--- src/verilog/pend_ctrl_map.vh ---
// Register offsets, field positions and reset values of the pending control block
// Assumes inclusion by bare name from the design file
`ifndef PEND_CTRL_MAP_VH
`define PEND_CTRL_MAP_VH

`define ICS_OFFSET        12'h004
`define ICS_SVC_SET_BIT   28
`define ICS_SVC_CLR_BIT   27
`define ICS_TICK_SET_BIT  26
`define ICS_TICK_CLR_BIT  25
`define PEND_RESET        1'b0
`define RESP_OKAY         2'b00
`define RESP_SLVERR       2'b10

`endif

--- src/verilog/soft_exception_pending_ctrl.v ---
// Pending state of the service-call and tick exceptions, reached over AXI4-Lite
// Assumes a single 25 MHz clock, synchronous active-high reset, a compliant master
//
// Operation
// - Writing one to service set marks pending
// - Service set bit reads current pending state
// - Only software set makes service pending
// - Bit 27 write-one clears service pending
// - Bit 26 write-one sets tick pending
// - Tick set bit reads tick pending state
// - Separate write-only tick clear control bit
// - Service set control sits at bit 28
`timescale 1ns/1ps
`default_nettype none
`include "pend_ctrl_map.vh"

module soft_exception_pending_ctrl #(
    parameter ADDR_W = 12
) (
    input  wire              clk_sys,
    input  wire              srst,
    input  wire [ADDR_W-1:0] s_axi_awaddr,
    input  wire              s_axi_awvalid,
    output reg               s_axi_awready,
    input  wire [31:0]       s_axi_wdata,
    input  wire [3:0]        s_axi_wstrb,
    input  wire              s_axi_wvalid,
    output reg               s_axi_wready,
    output reg  [1:0]        s_axi_bresp,
    output reg               s_axi_bvalid,
    input  wire              s_axi_bready,
    input  wire [ADDR_W-1:0] s_axi_araddr,
    input  wire              s_axi_arvalid,
    output reg               s_axi_arready,
    output reg  [31:0]       s_axi_rdata,
    output reg  [1:0]        s_axi_rresp,
    output reg               s_axi_rvalid,
    input  wire              s_axi_rready,
    output reg               svc_call_pend_q,
    output reg               tick_pend_q
);

////////////////////////////////////////////////////////////////////////////////
// Local constants
localparam [ADDR_W-1:0] ICS_ADDR   = `ICS_OFFSET;

// Write path states, one-hot
localparam [2:0]        WR_COLLECT = 3'h1;
localparam [2:0]        WR_APPLY   = 3'h2;
localparam [2:0]        WR_RESP    = 3'h4;

// Read path states, one-hot
localparam [2:0]        RD_IDLE    = 3'h1;
localparam [2:0]        RD_RESP    = 3'h2;
localparam [2:0]        RD_GAP     = 3'h4;

////////////////////////////////////////////////////////////////////////////////
// Write path state and captured request
reg [2:0]        wr_state_q;
reg [2:0]        wr_state_d;
reg [ADDR_W-1:0] aw_q;
reg [ADDR_W-1:0] aw_d;
reg              aw_have_q;
reg              aw_have_d;
reg [31:0]       w_q;
reg [31:0]       w_d;
reg [3:0]        ws_q;
reg [3:0]        ws_d;
reg              w_have_q;
reg              w_have_d;
reg              awready_d;
reg              wready_d;
reg              bvalid_d;
reg [1:0]        bresp_d;

wire aw_take   = s_axi_awvalid & s_axi_awready;
wire w_take    = s_axi_wvalid & s_axi_wready;
wire do_write  = (wr_state_q == WR_APPLY);
wire hit_w     = (aw_q[ADDR_W-1:2] == ICS_ADDR[ADDR_W-1:2]);
wire lane3     = ws_q[3];
wire wr_effect = do_write & hit_w & lane3;

////////////////////////////////////////////////////////////////////////////////
// Write address capture
always @* begin
    aw_d      = aw_q;
    aw_have_d = aw_have_q;
    if (do_write) begin
        aw_have_d = 1'b0;
    end else if (aw_take) begin
        aw_d      = s_axi_awaddr;
        aw_have_d = 1'b1;
    end
end

////////////////////////////////////////////////////////////////////////////////
// Write data capture
always @* begin
    w_d      = w_q;
    ws_d     = ws_q;
    w_have_d = w_have_q;
    if (do_write) begin
        w_have_d = 1'b0;
    end else if (w_take) begin
        w_d      = s_axi_wdata;
        ws_d     = s_axi_wstrb;
        w_have_d = 1'b1;
    end
end

////////////////////////////////////////////////////////////////////////////////
// Write sequencing
always @* begin
    wr_state_d = wr_state_q;
    case (wr_state_q)
        WR_COLLECT: begin
            if ((aw_have_q | aw_take) & (w_have_q | w_take)) begin
                wr_state_d = WR_APPLY;
            end
        end
        WR_APPLY: begin
            wr_state_d = WR_RESP;
        end
        WR_RESP: begin
            if (s_axi_bready) begin
                wr_state_d = WR_COLLECT;
            end
        end
        default: begin
            wr_state_d = WR_COLLECT;
        end
    endcase
end

////////////////////////////////////////////////////////////////////////////////
// Write handshake and response
always @* begin
    awready_d = (wr_state_q == WR_COLLECT) & ~aw_have_q & ~aw_take;
    wready_d  = (wr_state_q == WR_COLLECT) & ~w_have_q & ~w_take;
    bvalid_d  = (wr_state_d == WR_RESP);
    bresp_d   = s_axi_bresp;
    if (do_write) begin
        bresp_d = hit_w ? `RESP_OKAY : `RESP_SLVERR;
    end
end

always @(posedge clk_sys) begin
    if (srst) begin
        wr_state_q    <= WR_COLLECT;
        aw_q          <= {ADDR_W{1'b0}};
        aw_have_q     <= 1'b0;
        w_q           <= 32'h0000_0000;
        ws_q          <= 4'h0;
        w_have_q      <= 1'b0;
        s_axi_awready <= 1'b0;
        s_axi_wready  <= 1'b0;
        s_axi_bvalid  <= 1'b0;
        s_axi_bresp   <= `RESP_OKAY;
    end else begin
        wr_state_q    <= wr_state_d;
        aw_q          <= aw_d;
        aw_have_q     <= aw_have_d;
        w_q           <= w_d;
        ws_q          <= ws_d;
        w_have_q      <= w_have_d;
        s_axi_awready <= awready_d;
        s_axi_wready  <= wready_d;
        s_axi_bvalid  <= bvalid_d;
        s_axi_bresp   <= bresp_d;
    end
end

////////////////////////////////////////////////////////////////////////////////
// Pending state; a set beats a clear in the same write
wire svc_set  = wr_effect & w_q[`ICS_SVC_SET_BIT];
wire svc_clr  = wr_effect & w_q[`ICS_SVC_CLR_BIT];
wire tick_set = wr_effect & w_q[`ICS_TICK_SET_BIT];
wire tick_clr = wr_effect & w_q[`ICS_TICK_CLR_BIT];
wire svc_call_pend_d;
wire tick_pend_d;

pend_next_calc #(
    .SET_WINS (1)
) svc_call_next (
    .pend_q  (svc_call_pend_q),
    .set_req (svc_set),
    .clr_req (svc_clr),
    .pend_d  (svc_call_pend_d)
);

pend_next_calc #(
    .SET_WINS (1)
) tick_next (
    .pend_q  (tick_pend_q),
    .set_req (tick_set),
    .clr_req (tick_clr),
    .pend_d  (tick_pend_d)
);

always @(posedge clk_sys) begin
    if (srst) begin
        svc_call_pend_q <= `PEND_RESET;
        tick_pend_q     <= `PEND_RESET;
    end else begin
        svc_call_pend_q <= svc_call_pend_d;
        tick_pend_q     <= tick_pend_d;
    end
end

////////////////////////////////////////////////////////////////////////////////
// Read path state
reg [2:0]  rd_state_q;
reg [2:0]  rd_state_d;
reg        arready_d;
reg        rvalid_d;
reg [31:0] rdata_d;
reg [1:0]  rresp_d;
reg [31:0] ics_word;

wire ar_take = s_axi_arvalid & s_axi_arready;
wire hit_r   = (s_axi_araddr[ADDR_W-1:2] == ICS_ADDR[ADDR_W-1:2]);

////////////////////////////////////////////////////////////////////////////////
// Readable image of the register; clear controls read as zero
always @* begin
    ics_word                   = 32'h0000_0000;
    ics_word[`ICS_SVC_SET_BIT]  = svc_call_pend_q;
    ics_word[`ICS_TICK_SET_BIT] = tick_pend_q;
end

////////////////////////////////////////////////////////////////////////////////
// Read sequencing
always @* begin
    rd_state_d = rd_state_q;
    case (rd_state_q)
        RD_IDLE: begin
            if (ar_take) begin
                rd_state_d = RD_RESP;
            end
        end
        RD_RESP: begin
            if (s_axi_rready) begin
                rd_state_d = RD_GAP;
            end
        end
        RD_GAP: begin
            rd_state_d = RD_IDLE;
        end
        default: begin
            rd_state_d = RD_IDLE;
        end
    endcase
end

////////////////////////////////////////////////////////////////////////////////
// Read handshake and data
always @* begin
    arready_d = (rd_state_d == RD_IDLE);
    rvalid_d  = (rd_state_d == RD_RESP);
    rdata_d   = s_axi_rdata;
    rresp_d   = s_axi_rresp;
    if (ar_take) begin
        rdata_d = hit_r ? ics_word : 32'h0000_0000;
        rresp_d = hit_r ? `RESP_OKAY : `RESP_SLVERR;
    end
end

always @(posedge clk_sys) begin
    if (srst) begin
        rd_state_q    <= RD_IDLE;
        s_axi_arready <= 1'b0;
        s_axi_rvalid  <= 1'b0;
        s_axi_rdata   <= 32'h0000_0000;
        s_axi_rresp   <= `RESP_OKAY;
    end else begin
        rd_state_q    <= rd_state_d;
        s_axi_arready <= arready_d;
        s_axi_rvalid  <= rvalid_d;
        s_axi_rdata   <= rdata_d;
        s_axi_rresp   <= rresp_d;
    end
end

endmodule // soft_exception_pending_ctrl

////////////////////////////////////////////////////////////////////////////////
// Next value of one pending flag
module pend_next_calc #(
    parameter SET_WINS = 1
) (
    input  wire pend_q,
    input  wire set_req,
    input  wire clr_req,
    output reg  pend_d
);

always @* begin
    pend_d = pend_q;
    if (SET_WINS != 0) begin
        if (set_req) begin
            pend_d = 1'b1;
        end else if (clr_req) begin
            pend_d = 1'b0;
        end
    end else begin
        if (clr_req) begin
            pend_d = 1'b0;
        end else if (set_req) begin
            pend_d = 1'b1;
        end
    end
end

endmodule // pend_next_calc

`default_nettype wire

--- config.mk ---
export PLATFORM = sky130hd
export DESIGN_NAME = soft_exception_pending_ctrl
export DESIGN_NICKNAME = d
export VERILOG_FILES = /design/src/verilog/soft_exception_pending_ctrl.v
export VERILOG_INCLUDE_DIRS = /design/src /design/src/verilog
export SDC_FILE = /design/constraint.sdc
export NUM_CORES = 1
export LEC_CHECK = 0
export BUFFER_PORTS_ARGS = -buffer_cell sky130_fd_sc_hd__buf_2
export CAP_MARGIN = 20
export CORE_ASPECT_RATIO = 1.25
export CORE_MARGIN = 4
export CORE_UTILIZATION = 44
export DETAILED_ROUTE_END_ITERATION = 12
export PLACE_DENSITY = 0.95
export SETUP_SLACK_MARGIN = 0.2
export SKIP_CTS_REPAIR_TIMING = 1
export SLEW_MARGIN = 10
export SYNTH_ARGS = -nofsm -noshare
export SYNTH_HDL_FRONTEND = slang
export SYNTH_SLANG_ARGS = --single-unit
export TNS_END_PERCENT = 20
--- constraint.sdc ---
create_clock -name clk_sys -period 4.7 [get_ports clk_sys]
set_clock_uncertainty 0.05 [all_clocks]
set_input_delay 1.175 -clock clk_sys [delete_from_list [all_inputs] [get_ports clk_sys]]
set_output_delay 1.175 -clock clk_sys [all_outputs]
set_load 0.005 [all_outputs]
-- Word level (Yosys, flattened, before mapping)
Index checks and enable logic that the tools add are counted.
Widths: inputs -> output; s select.
- register bits: 96
- input bits: 67
- output and inout bits: 43
- word-level logic and storage cells: 66
- eq/ne operators: 10
- multiplexer cells: 13
- bitwise operators: 21
- reductions and logical operators: 5
- operators with widths (kind ; count):
    $mux 29 ; 1
    $eq 10x1->1 const B ; 2
    $and 1x1->1 ; 14
    $mux 3 ; 4
    $eq 3x1->1 const B ; 3
    $eq 3x2->1 const B ; 3
    $pmux 3 s3 ; 1
    $eq 3x3->1 const B ; 2
    $pmux 3 s2 ; 1
    $not 1->1 ; 5
    $mux 1 ; 4
    $mux 2 ; 2
    $reduce_and 2->1 ; 2
    $reduce_bool 2->1 ; 2
    $or 1x1->1 ; 2
    $reduce_or 2->1 ; 1

-- Logic depth before layout (Yosys ltp)
Gate-level depths: netlist of the first run.
- depth in word-level cells: 6
- depth in mapped cells: 5
- gate-level depth less buffers: 3

-- Hierarchy
Synthesis of the first run repeated with hierarchy kept, for this count alone.
- cell total of the unflattened synthesis: 178
- area total of the unflattened synthesis: 1670.4 µm²
- modules (own cells, without submodules) (module ; instances ; cells each ; area each (µm²) ; sequential area each (µm²)):
    soft_exception_pending_ctrl ; 1 ; 174 ; 1647.8 ; 680.7
    pend_next_calc ; 2 ; 2 ; 11.3 ; 0.0

-- Least setup slack after synthesis of the first run
Ideal clock, no wire load.
- path kind: input -> register
- start: input s_axi_araddr[5]
- end: register s_axi_rdata[26]
- library setup time: 0.070 ns
- data arrival time: 1.855 ns
- required time: 4.580 ns
- path slack: 2.724 ns
- cell stages on the path: 3
- buffers on the path: 0
- cell sequence: nor4b_1 > nand4_1 > a21oi_1
- longest elaborated chain between the ends: 2
- RTL lines (element ; RTL line ; source):
    start, declared ; soft_exception_pending_ctrl.v:32 ; input wire [ADDR_W-1:0] s_axi_araddr,
    $eq 10x1->1 ; soft_exception_pending_ctrl.v:221 ; wire hit_r = (s_axi_araddr[ADDR_W-1:2] == ICS_ADDR[ADDR_W-1:2]);
    $mux 29 ; soft_exception_pending_ctrl.v:263 ; rdata_d = hit_r ? ics_word : 32'h0000_0000;
    end signal, assigned ; soft_exception_pending_ctrl.v:279 ; s_axi_rdata <= rdata_d;
    end, declared ; soft_exception_pending_ctrl.v:35 ; output reg [31:0] s_axi_rdata,
No other way between the ends.
A chain may end at the register's enable or synchronous reset.

-- Worst setup path in the final report of the first run
- start: register s_axi_wready
- end: output s_axi_wready
- RTL lines (element ; RTL line ; source):
    start, declared ; soft_exception_pending_ctrl.v:28 ; output reg s_axi_wready,
    start signal, assigned ; soft_exception_pending_ctrl.v:167 ; s_axi_wready <= wready_d;
No word-level cell between the ends.

==> flow_metrics.tcl, run 1 <==
set metrics [dict create \
    endpoint_kind "output port" \
    core-area_um2 3483 \
    die-area_um2 4646 \
    fmax_mhz 471.4 \
    cpPeakStageDelay_ns 0.45 \
    final_max_slew_viol_count 0 \
    clockBufferDepth 2 \
    ys_seq_area_share_pct 42.80 \
    grt_pass1_wl_um 5112 \
    clock-sinks 34 \
    clockRootBuffer "clkbuf_8" \
    clk-insertion-delay-late_ns 0.28 \
    antenna_found_initial 0 \
    vias_per_cell 5.242 \
    grt_max_degree 35 \
    synthCells 183 \
    synth_edf_count 0 \
    htree_levels 2 \
    ant_nets 0 \
    ys.flop_type "dfxtp_1" \
    synth_commonest_cells "dfxtp_1 (34), buf_4 (32), a21oi_1 (20)" \
    ys_seq_elements 34 \
    crit_arrival_ns 0.90 \
    dp.cells 256 \
    fin_crit_sh_pct 45.13 \
    ioPinCount 110 \
    power_mw 0.6231 \
    crit_path_max_fanout 8 \
    synth.area.top_cells "dfxtp_1 (43%), buf_4 (15%), a21oi_1 (6.3%), o21ai_0 (5.4%), nand3_1 (3.1%)" \
    die_w_um 61.77 \
    drt_wl_total_um 3472 \
    num_vias 1384 \
    avgSynthCellArea_um2 8.690 \
    synth_most_common_cell "dfxtp_1" \
    dieHeight_um 75.22 \
    power.density_nw_per_um2 345.1 \
    drive_above_1_share_pct 23.56 \
    cts_tree "built" \
    critPathKind "flop to output port" \
    required_ns 3.47 \
    drc_errors 0 \
    syn2layout_area_growth_pct 13.53 \
    numPortBuffers 42 \
    synth.largest_area_cell "dfxtp_1" \
    grt_pass1_vias 1259 \
    setup_viol 0 \
    synthArstFlopShare_pct 0 \
    gp_congestion 0.7636 \
    maxCapViolations 0 \
    worstMarginPinSlew_ns 0.6349 \
    timing.critical_path.buf_inv 1 \
    hp-class "flop to flop" \
    crit_family "flip-flops" \
    dr.pass1.iters 4 \
    setup_tns_ns 0 \
    status "finished clean" \
    seq_area_um2 680.7 \
    finalNetCount 291 \
    place_hpwl_um 2630 \
    start_util_pct 45.65 \
    path_cells "buf_2" \
    final.min_clock_period_ns 2.121 \
    num_rows 24 \
    cts_buffers 5 \
    ir_drop_mv 0.2314 \
    diodes 0 \
    grt.overflow.total 0 \
    syn-cell-area_um2 1590 \
    grt_usage_pct 14.75 \
    finalHoldViolations 0 \
    synth.distinct_cells 34 \
    wl_per_cell_um 13.15 \
    first_iter_violations 25 \
    max_slew_margin_pct 57.08 \
    startpoint_type "flop" \
    rsz0062_at_grt "false" \
    clkTransAtPathRegs_ns 0.06 \
    nFillCells 326 \
    final_cell_count_no_fill 264 \
    multi_input_area_um2 737.0 \
    ys.warnings.count 0 \
    yosysTopAreaCellShare_pct 42.80 \
    power_leakage_nw 0.7819 \
    critPathSlowestCell "dfxtp_1" \
]
[area by class of cell]
type | count | area share (%)
flip-flops and latches | 34 | 37.70
clock buffers | 8 | 6.098
inverters | 3 | 0.6237
repair buffers | 43 | 12.06
well taps | 39 | 2.703
multi-input cells | 137 | 40.82
[final timing paths]
check | start | endpoint | slack (ns) | depth (start not counted)
max | s_axi_wready$_SDFF_PP0_ | s_axi_wready | 2.58 | 1
min | s_axi_rdata[26]$_SDFFE_PP0P_ | s_axi_rdata[26]$_SDFFE_PP0P_ | 0.40 | 2
max reg2reg | wr_state_q[1]$_SDFF_PP0_ | tick_pend_q$_SDFFE_PP0P_ | 2.64 | 3
min reg2reg | s_axi_rdata[26]$_SDFFE_PP0P_ | s_axi_rdata[26]$_SDFFE_PP0P_ | 0.40 | 2
[placed cells by master (no fill, tap or decap), types with 4 or more instances in the layout]
cell type	Yosys	routed
nor4_1	4	4
nand4_1	7	7
dfxtp_1	34	34
clkbuf_8	0	8
nor2_1	6	6
conb_1	1	32
buf_2	0	42
a21oi_1	20	20
nand3_1	10	10
o21ai_0	17	17
nand2_1	9	9
nor3_1	4	4
[logic make-up (layout without fill, tap and decap cells)]
logic type | Yosys count | count (layout) | share of synthesized area (%)
other | 1 | 32 | 0.2358
DFF | 34 | 34 | 42.80
AOI/OAI and AO/OA | 45 | 45 | 15.97
buffers and inverters | 43 | 54 | 18.17
muxes | 1 | 1 | 0.6295
and+or+nand+nor | 59 | 59 | 22.19
[report_power, final]
group / internal [mW] / switching (mW)
registers: 0.303 / 0.0107
clock network: 0.148 / 0.0983
logic: 0.0272 / 0.0367
[flip-flops by register name, summed over array words and instances (netlist names), 2 cells and up]
signal,cells
aw_q,10
rd_state_q,3
s_axi_rdata,2
w_q,4
wr_state_q,3
[per-stage QoR]
step                instance area (µm²)  hold WS (ns)  setup slack [ns]  util, %
detailed placement                 1695        0.3932             2.320    48.67
CTS                                1805        0.4023             2.571    51.83
finish                             1805        0.4038             2.579    51.83
floorplan                          1707        0.3714             2.724        -
global route                       1805        0.4381             2.528    51.83
global placement                   1695        0.3861             2.352    48.67
[layer usage]
metal | wire length [µm] | global-route usage [%]
met3 | 252 | 4.117
met2 | 1824 | 25.49
met4 | 121 | 9.906
met5 | 0 | 0
met1 | 1274 | 15.04
Power figures use the tool's default switching activity.
==> run 2, diff against run 1 <==
--- a/config.mk
+++ b/config.mk
@@ -10,9 +10,9 @@
 export CAP_MARGIN = 20
 export CORE_ASPECT_RATIO = 1.25
 export CORE_MARGIN = 4
-export CORE_UTILIZATION = 44
+export CORE_UTILIZATION = 37
 export DETAILED_ROUTE_END_ITERATION = 12
-export PLACE_DENSITY = 0.95
+export PLACE_DENSITY = 0.87
 export SETUP_SLACK_MARGIN = 0.2
 export SKIP_CTS_REPAIR_TIMING = 1
 export SLEW_MARGIN = 10
==> constraint.sdc (replaced) <==
create_clock -name clk_sys -period 1.7 [get_ports clk_sys]
set_clock_uncertainty 0.05 [all_clocks]
set_input_delay 0.425 -clock clk_sys [delete_from_list [all_inputs] [get_ports clk_sys]]
set_output_delay 0.425 -clock clk_sys [all_outputs]
set_load 0.005 [all_outputs]
==> flow_metrics.tcl, run 2 (synthesis gave the netlist of run 1 again) <==
set metrics [dict create \
    status "complete, but fails checks" \
    violations "setup timing" \
    clkTransAtPathRegs_ns 0.07 \
    gp_congestion 0.7541 \
    clock-sinks 34 \
    dpl_worst_slack_ns -0.03430 \
    final_max_slew_viol_count 0 \
    max_flop_register "aw_q" \
    first_iter_violations 33 \
    r2r_setup_slack_ns -0.04 \
    path_cells "or4_4 -> or4_4 -> o32ai_2" \
    power_leakage_nw 0.8260 \
    largest_reg_flops 10 \
    hp-start "s_axi_awaddr[8]" \
    drt_wl_total_um 3452 \
    fmax_mhz 575.7 \
    place_area_um2 1809 \
    fin_util_pct 46.67 \
    grt_pass1_vias 1200 \
    reg2reg_from "aw_q[5]$_SDFFE_PP0P_" \
    core-area_um2 4131 \
    ir_drop_mv 0.5105 \
    whs_ns 0.3404 \
    crit_path_max_fanout 2 \
    wl_per_cell_um 11.90 \
    max_slew_margin_pct 67.18 \
    worstRegToRegCells 3 \
    dieHeight_um 81.30 \
    drive_above_1_share_pct 30.34 \
    grt.overflow.total 0 \
    cpPeakStageDelay_ns 0.55 \
    hp-class "input pin to flop" \
    grt_usage_pct 12.65 \
    numPortBuffers 42 \
    syn2layout_area_growth_pct 21.24 \
    reg2reg_to "svc_call_pend_q$_SDFFE_PP0P_" \
    die_w_um 66.64 \
    grt_max_degree 25 \
    grt_pass1_wl_um 5099 \
    num_vias 1397 \
    met2_length_um 1732 \
    worstMarginPinSlew_ns 0.4855 \
    maxCapViolations 0 \
    clockRootBuffer "clkbuf_8" \
    finalNetCount 300 \
    fin_area_um2 1928 \
    cts_buffers 5 \
    vias_per_cell 4.817 \
    final_common_cell "buf_2" \
    cts_tree "built" \
    start_util_pct 38.49 \
    diodes 0 \
    num_rows 26 \
    antenna_found_initial 0 \
    fin_crit_sh_pct 102.2 \
    setup_viol 2 \
    final_cell_count_no_fill 290 \
    ioPinCount 110 \
    wl_met3_um 282 \
    crit_arrival_ns 1.88 \
    endpoint_kind "flop" \
    finalHoldViolations 0 \
    clk-insertion-delay-late_ns 0.28 \
    startpoint_type "flop" \
    power.density_nw_per_um2 867.8 \
    htree_levels 2 \
    setup_tns_ns -0.07261 \
    nFillCells 408 \
    fin_ws_ns -0.03704 \
    reg_top3 "aw_q (10), w_q (4)" \
    drc_errors 0 \
    rsz0062_at_grt "true" \
    met1Wirelength_um 1364 \
    cp_common_cell "or4_4" \
    dp.cells 282 \
    clockBufferDepth 2 \
    power_mw 1.673 \
    required_ns 1.84 \
    dr.pass1.iters 4 \
    die-area_um2 5418 \
    final.min_clock_period_ns 1.737 \
    crit_start "aw_q[5]$_SDFFE_PP0P_" \
    critPathKind "flop to flop" \
    layout_common_cells "buf_2 (42), conb_1 (32), dfxtp_1 (30), a21oi_1 (20), o21ai_0 (17)" \
    ant_nets 0 \
    place_hpwl_um 2660 \
    critPathSlowestCell "or4_4" \
    endpoint "svc_call_pend_q$_SDFFE_PP0P_" \
    top_layer_used "met4" \
]
==> run 2: worst min-delay path by stage <==
stage | end | slack (ns) | cells past startpoint
after global routing | aw_q[3]$_SDFFE_PP0P_ | 0.34 | 3
after global placement | rd_state_q[2]$_SDFF_PP0_ | 0.39 | 1
after floorplan | s_axi_awready$_SDFF_PP0_ | 0.37 | 1
final | aw_q[8]$_SDFFE_PP0P_ | 0.34 | 3
after CTS | aw_q[8]$_SDFFE_PP0P_ | 0.33 | 3
after detailed placement | rd_state_q[2]$_SDFF_PP0_ | 0.39 | 1
==> run 2: where the power goes <==
group | total [mW] | internal, mW | switching [mW]
combinational | 0.203 | 0.0938 | 0.109
sequential | 0.866 | 0.837 | 0.0284
clock | 0.605 | 0.326 | 0.278
total | 1.67 | 1.26 | 0.416
==> run 2: metal layers <==
layer | GRT usage, % | vias to the layer above
li1 | - | 696
met1 | 13.18 | 643
met2 | 22.02 | 52
met3 | 4.426 | 6
met4 | 6.707 | 0
met5 | 0 | -
==> run 2: worst max-delay path, delay by kind of cell (launching register included) <==
kind | cells | cell delay (ns)
AND/OR/NAND/NOR | 2 | 1.08
AO/OA/AOI/OAI | 1 | 0.20
flip-flops | 1 | 0.32
==> run 2: area by class of cell <==
class | instances | area, µm² | share of cell area [%]
clock buffer | 7 | 86.33 | 4.478
clock inverter | 1 | 5.005 | 0.2596
inverter | 3 | 11.26 | 0.5840
multi-input combinational | 137 | 784.5 | 40.69
sequential | 34 | 685.7 | 35.56
tap | 56 | 70.07 | 3.634
timing repair buffer | 52 | 285.3 | 14.80
